[src/logic/scr_pkg.sv]
// Shared constants and types for the sensor command register block
package scr_pkg;
    // ------------------------------------------------------------------
    // Register map
    // ------------------------------------------------------------------
    localparam logic [7:0] CMD_TRIGGER_ADDR  = 8'h7E;
    localparam logic [7:0] CMD_TRIGGER_RESET = 8'h00;
    localparam logic [7:0] CMD_READ_VALUE    = 8'h00;
    // ------------------------------------------------------------------
    // Command codes
    // ------------------------------------------------------------------
    localparam logic [7:0] CMD_NONE          = 8'h00;
    localparam logic [7:0] CMD_NVM_OPEN      = 8'h5D;
    localparam logic [7:0] CMD_NVM_WRITE     = 8'hA0;
    localparam logic [7:0] CMD_NVM_READ      = 8'hA5;
    localparam logic [7:0] CMD_EXT_FIRST     = 8'h73;
    localparam logic [7:0] CMD_EXT_SECOND    = 8'hB4;
    localparam logic [7:0] CMD_EXT_LAST      = 8'h69;
    localparam logic [7:0] CMD_SOFT_RESET    = 8'hB6;
    // ------------------------------------------------------------------
    // Host-side register map of its own control port
    // ------------------------------------------------------------------
    localparam logic [1:0] HOST_CMD_ADDR     = 2'h0;
    localparam logic [1:0] HOST_STATUS_ADDR  = 2'h1;
    localparam logic [1:0] HOST_RDATA_ADDR   = 2'h2;
    // Sequence trackers
    typedef enum logic [1:0] {SCR_NVM_IDLE, SCR_NVM_ARMED} scr_nvm_e;
    typedef enum logic [1:0] {SCR_EXT_IDLE, SCR_EXT_STEP1, SCR_EXT_STEP2} scr_ext_e;
    // True for any command the device recognises
    function automatic logic is_defined_cmd(input logic [7:0] c);
        is_defined_cmd = (c == CMD_NVM_OPEN) || (c == CMD_NVM_WRITE) || (c == CMD_NVM_READ)
                      || (c == CMD_EXT_FIRST) || (c == CMD_EXT_SECOND)
                      || (c == CMD_EXT_LAST) || (c == CMD_SOFT_RESET);
    endfunction : is_defined_cmd
endpackage : scr_pkg

[src/logic/scr_if.sv]
// Register-access link between host controller and command register end
`timescale 1ns/1ns
interface scr_if;
    logic       wr;      // Write strobe, one cycle
    logic       rd;      // Read strobe, one cycle
    logic [7:0] addr;    // Register address
    logic [7:0] wdata;   // Write data
    logic [7:0] rdata;   // Read data, fixed pattern, valid without rd
    logic       ack;     // Byte acknowledge, cycle after wr
    modport device (input wr, rd, addr, wdata, output rdata, ack);
    modport host   (output wr, rd, addr, wdata, input rdata, ack);
endinterface : scr_if

[src/logic/scr_device.sv]
// Command register end: decodes commands and tracks unlock sequences
//
// Local design decision: the address-and-strobe port.
`timescale 1ns/1ns

// Behaviour
// - Command register always reads zero
// - Host writes only defined command codes
// - 0x5D opens NVM unlock sequence
// - 0x5D then 0xA0 enables NVM write
// - 0x5D then 0xA5 enables NVM read
// - Other command except a repeated 0x5D aborts NVM unlock sequence
// - 0x73, 0xB4, 0x69 enables extended mode
// - Out-of-order command restarts extended sequence
// - Paging bit clear leaves extended mode
// - 0xB6 triggers reset to defaults
// - No acknowledge for reset command byte
module scr_device (
    input  wire logic i_clock,            // 125 MHz clock
    input  wire logic i_nrst,             // Synchronous reset, active low
    scr_if.device     bus,                // Register link from host
    input  wire logic i_paging_clear,     // Paging enable bit cleared
    output logic      o_nvm_write_en,     // NVM programming enabled
    output logic      o_nvm_read_en,      // NVM read enabled
    output logic      o_debug_pages,      // Debug and test pages visible
    output logic      o_soft_reset        // One-cycle reset to defaults
);
    // ------------------------------------------------------------------
    // Declarations
    // ------------------------------------------------------------------
    // Sequence trackers
    scr_pkg::scr_nvm_e nvm_r;          // NVM unlock tracker
    scr_pkg::scr_nvm_e nvm_nxt;
    scr_pkg::scr_ext_e ext_r;          // Extended-mode unlock tracker
    scr_pkg::scr_ext_e ext_nxt;
    // Sticky grants and levels
    logic              nvm_wen_r;      // NVM programming granted
    logic              nvm_wen_nxt;
    logic              nvm_ren_r;      // NVM read granted
    logic              nvm_ren_nxt;
    logic              ext_on_r;       // Debug and test pages visible
    logic              ext_on_nxt;
    // Link response
    logic              srst_r;         // Soft reset pulse
    logic              srst_nxt;
    logic              ack_r;          // Byte acknowledge
    logic              ack_nxt;
    // Decode of the current byte
    logic              cmd_wr;         // Write aimed at the command register
    logic              is_srst;        // Soft reset code on a command write
    logic [7:0]        c;              // Command byte on the link

    // ------------------------------------------------------------------
    // Helpers
    // ------------------------------------------------------------------
    // True when a strobed command write carries the given code; keeps
    // every comparison gated by the strobe so idle bus data never counts.
    // Used for the reset code and for the restart of the page sequence.
    function automatic logic cmd_hit(
        input logic       strobe,   // Command write this cycle
        input logic [7:0] value,    // Byte on the link
        input logic [7:0] code      // Code looked for
    );
        cmd_hit = strobe && (value == code);
    endfunction : cmd_hit

    // ------------------------------------------------------------------
    // Command decode
    // ------------------------------------------------------------------
    // Only writes aimed at the command register move the trackers; the
    // address is compared in full because other registers share the link
    assign cmd_wr  = bus.wr && (bus.addr == scr_pkg::CMD_TRIGGER_ADDR);
    assign c       = bus.wdata;
    assign is_srst = cmd_hit(cmd_wr, c, scr_pkg::CMD_SOFT_RESET);

    // ------------------------------------------------------------------
    // NVM unlock tracker
    // ------------------------------------------------------------------
    // Next state; any command write that is neither the expected next step
    // nor a repeated opening step drops the tracker back to idle, so a stray byte costs a restart
    always_comb begin
        nvm_nxt     = nvm_r;
        nvm_wen_nxt = nvm_wen_r;
        nvm_ren_nxt = nvm_ren_r;
        if (cmd_wr) begin
            nvm_nxt = scr_pkg::SCR_NVM_IDLE;
            case (nvm_r)
                scr_pkg::SCR_NVM_IDLE: begin
                    if (c == scr_pkg::CMD_NVM_OPEN) begin
                        nvm_nxt = scr_pkg::SCR_NVM_ARMED;
                    end
                end
                scr_pkg::SCR_NVM_ARMED: begin
                    if (c == scr_pkg::CMD_NVM_WRITE) begin
                        nvm_wen_nxt = 1'b1;
                    end else if (c == scr_pkg::CMD_NVM_READ) begin
                        nvm_ren_nxt = 1'b1;
                    end else if (c == scr_pkg::CMD_NVM_OPEN) begin
                        // A repeated opening step keeps the sequence armed
                        nvm_nxt = scr_pkg::SCR_NVM_ARMED;
                    end
                end
                default: begin
                    nvm_nxt = scr_pkg::SCR_NVM_IDLE;
                end
            endcase
        end
        // Soft reset withdraws both grants
        if (is_srst) begin
            nvm_wen_nxt = 1'b0;
            nvm_ren_nxt = 1'b0;
        end
    end

    // Registers of the NVM tracker; grants are sticky levels
    always_ff @(posedge i_clock) begin
        if (!i_nrst) begin
            nvm_r     <= scr_pkg::SCR_NVM_IDLE;
            nvm_wen_r <= 1'b0;
            nvm_ren_r <= 1'b0;
        end else begin
            nvm_r     <= nvm_nxt;
            nvm_wen_r <= nvm_wen_nxt;
            nvm_ren_r <= nvm_ren_nxt;
        end
    end

    // ------------------------------------------------------------------
    // Extended-mode unlock tracker
    // ------------------------------------------------------------------
    // Next state; the paging clear is a level, so the pages stay hidden
    // for as long as software holds the paging enable bit cleared, but a
    // completed sequence in the same cycle still wins
    always_comb begin
        ext_nxt    = ext_r;
        ext_on_nxt = ext_on_r && !i_paging_clear;
        if (cmd_wr) begin
            ext_nxt = scr_pkg::SCR_EXT_IDLE;
            case (ext_r)
                scr_pkg::SCR_EXT_STEP1: begin
                    if (c == scr_pkg::CMD_EXT_SECOND) begin
                        ext_nxt = scr_pkg::SCR_EXT_STEP2;
                    end
                end
                scr_pkg::SCR_EXT_STEP2: begin
                    if (c == scr_pkg::CMD_EXT_LAST) begin
                        ext_on_nxt = 1'b1;
                    end
                end
                default: begin
                    ext_nxt = scr_pkg::SCR_EXT_IDLE;
                end
            endcase
        end
        // A first step always (re)starts the sequence, even mid-way
        if (cmd_hit(cmd_wr, c, scr_pkg::CMD_EXT_FIRST)) begin
            ext_nxt = scr_pkg::SCR_EXT_STEP1;
        end
        // Soft reset hides the debug and test pages again
        if (is_srst) begin
            ext_on_nxt = 1'b0;
        end
    end

    // Registers of the extended-mode tracker
    always_ff @(posedge i_clock) begin
        if (!i_nrst) begin
            ext_r    <= scr_pkg::SCR_EXT_IDLE;
            ext_on_r <= 1'b0;
        end else begin
            ext_r    <= ext_nxt;
            ext_on_r <= ext_on_nxt;
        end
    end

    // ------------------------------------------------------------------
    // Link response
    // ------------------------------------------------------------------
    // The reset pulse is registered so the rest of the chip sees a clean
    // one-cycle strobe; the reset byte gets no acknowledge because the
    // interface logic is itself being reset when the byte would be acked
    always_comb begin
        srst_nxt = is_srst;
        ack_nxt  = bus.wr && !is_srst;
    end

    // Registers of the link response
    always_ff @(posedge i_clock) begin
        if (!i_nrst) begin
            srst_r <= 1'b0;
            ack_r  <= 1'b0;
        end else begin
            srst_r <= srst_nxt;
            ack_r  <= ack_nxt;
        end
    end

    // ------------------------------------------------------------------
    // Outputs
    // ------------------------------------------------------------------
    // The register is write-triggered and never holds a value, so a read
    // returns the fixed pattern whatever was written last
    assign bus.rdata      = scr_pkg::CMD_READ_VALUE;
    assign bus.ack        = ack_r;
    // Enables and the pulse come straight from flip-flops, no gating after
    assign o_nvm_write_en = nvm_wen_r;
    assign o_nvm_read_en  = nvm_ren_r;
    assign o_debug_pages  = ext_on_r;
    assign o_soft_reset   = srst_r;
endmodule : scr_device

[src/flat_wrapper.sv]
// flat-port wrapper written by rule: the top's interface ports become plain ports
module scr_device_flat 
  (i_clock, i_nrst, i_paging_clear, o_nvm_write_en, o_nvm_read_en, o_debug_pages, o_soft_reset, bus_wr, bus_rd, bus_addr, bus_wdata, bus_rdata, bus_ack);
  scr_if bus_i ();
  input  wire logic i_clock;
  input  wire logic i_nrst;
  input  wire logic i_paging_clear;
  output logic o_nvm_write_en;
  output logic o_nvm_read_en;
  output logic o_debug_pages;
  output logic o_soft_reset;
  input wire logic [$bits(bus_i.wr)-1:0] bus_wr;
  input wire logic [$bits(bus_i.rd)-1:0] bus_rd;
  input wire logic [$bits(bus_i.addr)-1:0] bus_addr;
  input wire logic [$bits(bus_i.wdata)-1:0] bus_wdata;
  output wire logic [$bits(bus_i.rdata)-1:0] bus_rdata;
  output wire logic [$bits(bus_i.ack)-1:0] bus_ack;
  assign bus_i.wr = bus_wr;
  assign bus_i.rd = bus_rd;
  assign bus_i.addr = bus_addr;
  assign bus_i.wdata = bus_wdata;
  assign bus_rdata = bus_i.rdata;
  assign bus_ack = bus_i.ack;
  scr_device u_core (.i_clock(i_clock), .i_nrst(i_nrst), .bus(bus_i), .i_paging_clear(i_paging_clear), .o_nvm_write_en(o_nvm_write_en), .o_nvm_read_en(o_nvm_read_en), .o_debug_pages(o_debug_pages), .o_soft_reset(o_soft_reset));
endmodule
[config.mk]
export PLATFORM = sky130hd
export DESIGN_NAME = scr_device_flat
export DESIGN_NICKNAME = d
export VERILOG_FILES = /design/src/logic/scr_pkg.sv /design/src/logic/scr_if.sv /design/src/logic/scr_device.sv /design/src/flat_wrapper.sv
export SDC_FILE = /design/constraint.sdc
export NUM_CORES = 1
export LEC_CHECK = 0
export CAP_MARGIN = 20
export CORE_MARGIN = 3
export CORE_UTILIZATION = 40
export DETAILED_ROUTE_END_ITERATION = 10
export DONT_BUFFER_PORTS = 1
export PLACE_DENSITY_LB_ADDON = 0.15
export SLEW_MARGIN = 0
export SYNTH_ARGS = -nofsm -noshare
export SYNTH_HDL_FRONTEND = slang
export SYNTH_SLANG_ARGS = --single-unit
[constraint.sdc]
create_clock -name i_clock -period 1.1 [get_ports i_clock]
set_input_delay 0.165 -clock i_clock [delete_from_list [all_inputs] [get_ports i_clock]]
set_output_delay 0.165 -clock i_clock [all_outputs]
set_load 0.02 [all_outputs]
==> impl_metrics.prom <==
# TYPE chip_impl_metric gauge
chip_impl_info{name="run_status",value="finished, final reports clean"} 1
chip_impl_metric{name="layout_min_cycle_time",unit="ns"} 0.9641
chip_impl_metric{name="postRouteWirelength",unit="mm"} 1.004
chip_impl_info{name="busiest_layer",value="met2"} 1
chip_impl_metric{name="placement.cell_area",unit="um2"} 526.8
chip_impl_metric{name="cellPowerDensity",unit="nW/um2"} 1032
chip_impl_info{name="synth_largest_area_cell",value="sky130_fd_sc_hd__dfxtp_1"} 1
chip_impl_metric{name="largest_net_degree_at_the_start_of_global_routing",unit=""} 7
chip_impl_metric{name="place_inst",unit=""} 71
chip_impl_info{name="ys.flop_type",value="sky130_fd_sc_hd__dfxtp_1"} 1
chip_impl_metric{name="fillers",unit=""} 120
chip_impl_metric{name="yosysSeqAreaShare",unit=""} 0.3055
chip_impl_metric{name="mappedNetlistArea",unit="um2"} 524.3
chip_impl_info{name="worst_hold_path.endpoint",value="u_core.o_soft_reset"} 1
chip_impl_info{name="min_from",value="bus_wdata[1]"} 1
chip_impl_metric{name="post_drt_wl_per_cell",unit="um"} 13.39
chip_impl_metric{name="ys_types",unit=""} 28
chip_impl_metric{name="synth_top_area_share",unit=""} 0.3055
chip_impl_metric{name="leakagePower",unit="nW"} 0.2140
chip_impl_metric{name="clk_pin_slew",unit="ns"} 0.05
chip_impl_info{name="start_kind",value="primary input"} 1
chip_impl_metric{name="clock-sinks",unit=""} 8
chip_impl_info{name="grt_setup_unrepaired",value="false"} 1
chip_impl_metric{name="floorplan.core_area",unit="um2"} 1171
chip_impl_info{name="cts_tree",value="built"} 1
chip_impl_metric{name="synth.mux.area_fraction",unit=""} 0.01909
chip_impl_metric{name="detailedPlacementHpwl",unit="um"} 824.1
chip_impl_info{name="leading_cell_types_by_total_area_after_synthesis",value="sky130_fd_sc_hd__dfxtp_1 31%, sky130_fd_sc_hd__buf_4 11%, sky130_fd_sc_hd__nand2b_1 4.8%, sky130_fd_sc_hd__nand4b_4 4.5%, sky130_fd_sc_hd__nor4_4 4.1%"} 1
chip_impl_metric{name="met1_usage",unit=""} 0.1495
chip_impl_metric{name="area_grow_syn2layout",unit="%"} 6.205
chip_impl_metric{name="grt_first_pass_wirelength",unit="mm"} 1.676
chip_impl_metric{name="synth_simple_gate_area_share",unit=""} 0.4320
chip_impl_metric{name="clock_power_share",unit=""} 0.384
chip_impl_metric{name="ir_worst_vdd",unit="mV"} 0.5046
chip_impl_metric{name="final.setup.tns",unit="ns"} 0
chip_impl_metric{name="drv_slew",unit=""} 0
chip_impl_metric{name="clock_skew",unit="ns"} 0.0001414
chip_impl_metric{name="syn-instance-count",unit=""} 55
chip_impl_metric{name="place_congestion",unit=""} 0.7265
chip_impl_metric{name="dieWidth",unit="um"} 42.20
chip_impl_metric{name="htree_num_levels",unit=""} 1
chip_impl_metric{name="final_area",unit="um2"} 556.8
chip_impl_metric{name="first_global_vias",unit=""} 416
chip_impl_metric{name="grt_antenna_before_repair",unit=""} 0
chip_impl_metric{name="max_cap_viol_count",unit=""} 0
chip_impl_metric{name="synth_edf_count",unit=""} 0
chip_impl_info{name="synth_top_family_by_area",value="simple AND/OR/NAND/NOR gates"} 1
chip_impl_metric{name="ctsLongestPathBuffers",unit=""} 2
chip_impl_metric{name="complex_gate_fraction_of_the_synthesized_area",unit=""} 0.09308
chip_impl_metric{name="swShare",unit=""} 0.2463
chip_impl_metric{name="ratio_of_cells_with_drive_above_1_in_the_final_layout",unit=""} 0.2459
chip_impl_metric{name="cellInternalPower",unit="uW"} 433.0
chip_impl_metric{name="rrSetupSlack",unit="ns"} 0.20
chip_impl_metric{name="holdPathStages",unit=""} 2
chip_impl_info{name="rr_startpoint",value="u_core.nvm_r[0]"} 1
chip_impl_metric{name="clock.fmax",unit="MHz"} 1037
chip_impl_metric{name="routed_via_density",unit=""} 5.547
chip_impl_metric{name="p_seq_frac",unit=""} 0.514
chip_impl_info{name="layout_common_cells",value="8 x sky130_fd_sc_hd__conb_1, 8 x sky130_fd_sc_hd__dfxtp_1, 5 x sky130_fd_sc_hd__nor2_1, 5 x sky130_fd_sc_hd__buf_4"} 1
chip_impl_metric{name="detail_route.drc_violations",unit=""} 0
chip_impl_metric{name="final.period_utilization",unit=""} 0.8765
chip_impl_metric{name="clock_insertion_delay_worst_skew",unit="ns"} 0.25
chip_impl_metric{name="endpoints_failing_hold",unit=""} 0
chip_impl_metric{name="drt_pass1_iterations",unit=""} 4
chip_impl_info{name="rr_endpoint",value="u_core.o_nvm_read_en"} 1
chip_impl_metric{name="initial_utilization",unit=""} 0.4476
chip_impl_metric{name="required",unit="ns"} 1.28
chip_impl_metric{name="worstPathMaxFanout",unit=""} 5
chip_impl_metric{name="yosysWarningCount",unit=""} 0
chip_impl_info{name="endpoint_kind",value="flop"} 1
chip_impl_info{name="class_of_the_tightest_hold_or_removal_check",value="primary input to flop"} 1
chip_impl_metric{name="detailroute.via_count",unit=""} 416
chip_impl_metric{name="power.net_switching",unit="uW"} 141.5
chip_impl_metric{name="global_route.usage.met3",unit=""} 0.04292
chip_impl_metric{name="final_instance_count_without_filler_cells",unit=""} 75
chip_impl_info{name="timing.setup.critical_path_class",value="primary input to flop"} 1
chip_impl_metric{name="grt_use_total",unit=""} 0.1192
chip_impl_metric{name="arrival_time_of_the_worst_setup_path",unit="ns"} 1.15
chip_impl_metric{name="synthXorXnorAreaFrac",unit=""} 0
chip_impl_metric{name="ios",unit=""} 34
chip_impl_metric{name="initialDrtViolationCount",unit=""} 8
chip_impl_metric{name="tritoncts.num_buffers",unit=""} 3
chip_impl_metric{name="finalSetupViolations",unit=""} 0
chip_impl_metric{name="combinationalPowerShare",unit=""} 0.102
chip_impl_metric{name="dieHeight",unit="um"} 42.20
chip_impl_metric{name="yosys_register_bits",unit=""} 8
chip_impl_metric{name="grt_overflow_total",unit=""} 0
chip_impl_metric{name="diodes",unit=""} 0
chip_impl_metric{name="synthArstFlopShare",unit=""} 0
chip_impl_metric{name="rows",unit=""} 12
chip_impl_metric{name="die_area",unit="um2"} 1781
chip_impl_info{name="cts_root_buffer",value="sky130_fd_sc_hd__clkbuf_4"} 1
chip_impl_metric{name="count_of_antenna_violating_nets_left_after_detailed_routing",unit=""} 0
chip_impl_metric{name="r2r.worst_path.cells",unit=""} 3
chip_impl_metric{name="synth_fa_ha_area_frac",unit=""} 0
chip_impl_metric{name="use_met2",unit=""} 0.1793
chip_impl_metric{name="design.final.nets",unit=""} 84
chip_impl_metric{name="port-buffer-count",unit=""} 0
chip_impl_metric{name="avg_cell_area_syn",unit="um2"} 9.532
==> cells by family after synthesis <==
kind of cell / Yosys count
flops: 8
compound gates: 6
other cells: 1
mux: 1
buf+inv: 10
simple gates: 29
==> power groups by stage <==
stage	Sequential [mW]	Clock, mW	Combinational, mW
after floorplan	0.301	0	0.0756
after global placement	0.301	0	0.0574
after detailed placement	0.301	0	0.0578
after CTS	0.295	0.228	0.0579
after global routing	0.295	0.241	0.0640
final	0.295	0.221	0.0584
==> critical path: stages <==
cell,delay [ns]
sky130_fd_sc_hd__nand4b_4,0.15
sky130_fd_sc_hd__nor4_4,0.27
sky130_fd_sc_hd__buf_4,0.17
sky130_fd_sc_hd__buf_4,0.13
sky130_fd_sc_hd__nand4_1,0.12
sky130_fd_sc_hd__a21boi_1,0.14
==> timing repair <==
item,in CTS,in global routing
hold buffers,0,0
endpoints found under the hold margin,0,0
setup endpoints to repair,0,2
setup buffers,0,1
resized for setup,0,0
==> cell type report <==
cell class / instances / area, um2 / share of cell area
Clock buffer: 3 / 22.52 / 0.04045
Inverter: 1 / 3.754 / 0.006742
Multi-Input combinational cell: 44 / 315.3 / 0.5663
Sequential cell: 8 / 160.2 / 0.2876
Tap cell: 14 / 17.52 / 0.03146
Timing Repair Buffer: 5 / 37.54 / 0.06742
==> cells in the mapped netlist, types with 2 or more instances <==
cell type	number
sky130_fd_sc_hd__buf_4	8
sky130_fd_sc_hd__dfxtp_1	8
sky130_fd_sc_hd__nor2_1	5
sky130_fd_sc_hd__nand2_1	4
sky130_fd_sc_hd__nand2b_1	4
sky130_fd_sc_hd__a31oi_1	2
sky130_fd_sc_hd__nand3_1	2
sky130_fd_sc_hd__nor2b_1	2
==> metrics by stage <==
stage / power (mW) / util / hold slack, ns / setup slack, ns
2_1_floorplan: 0.3767 / - / 0.2867 / 0.006323
3_3_place_gp: 0.3588 / 0.4498 / 0.2880 / -0.1030
3_5_place_dp: 0.3590 / 0.4498 / 0.3004 / -0.1430
4_1_cts: 0.5811 / 0.4690 / 0.03438 / 0.1178
5_1_grt: 0.6001 / 0.4754 / 0.04427 / 0.04699
6_report: 0.5746 / 0.4754 / 0.03874 / 0.1359
==> state kept, by name (all words and copies together) (netlist names) <==
name and count:
u_core.o_debug_pages 1, u_core.nvm_r 1, u_core.o_nvm_write_en 1, u_core.o_soft_reset 1, u_core.bus.ack 1, u_core.o_nvm_read_en 1, u_core.ext_r 2
==> how the worst max path moves through the flow <==
stage / startpoint / endpoint / slack (ns) / depth (start not counted)
after floorplan: bus_addr[7] / u_core.bus.ack / 0.006 / 5
after global placement: bus_addr[7] / u_core.bus.ack / -0.10 / 4
after CTS: bus_addr[7] / u_core.bus.ack / 0.12 / 4
after detailed placement: bus_addr[7] / u_core.bus.ack / -0.14 / 4
after global routing: bus_addr[7] / u_core.o_debug_pages / 0.05 / 6
final: bus_addr[7] / u_core.o_debug_pages / 0.14 / 6
==> layer usage <==
metal	part of all wire	vias up	wire length, um
met2	0.44	21	446
met4	0.0090	0	9
met5	0	-	0
li1	-	193	-
met1	0.43	200	433
met3	0.11	2	114
No activity file was read; power rests on OpenSTA's default activity.
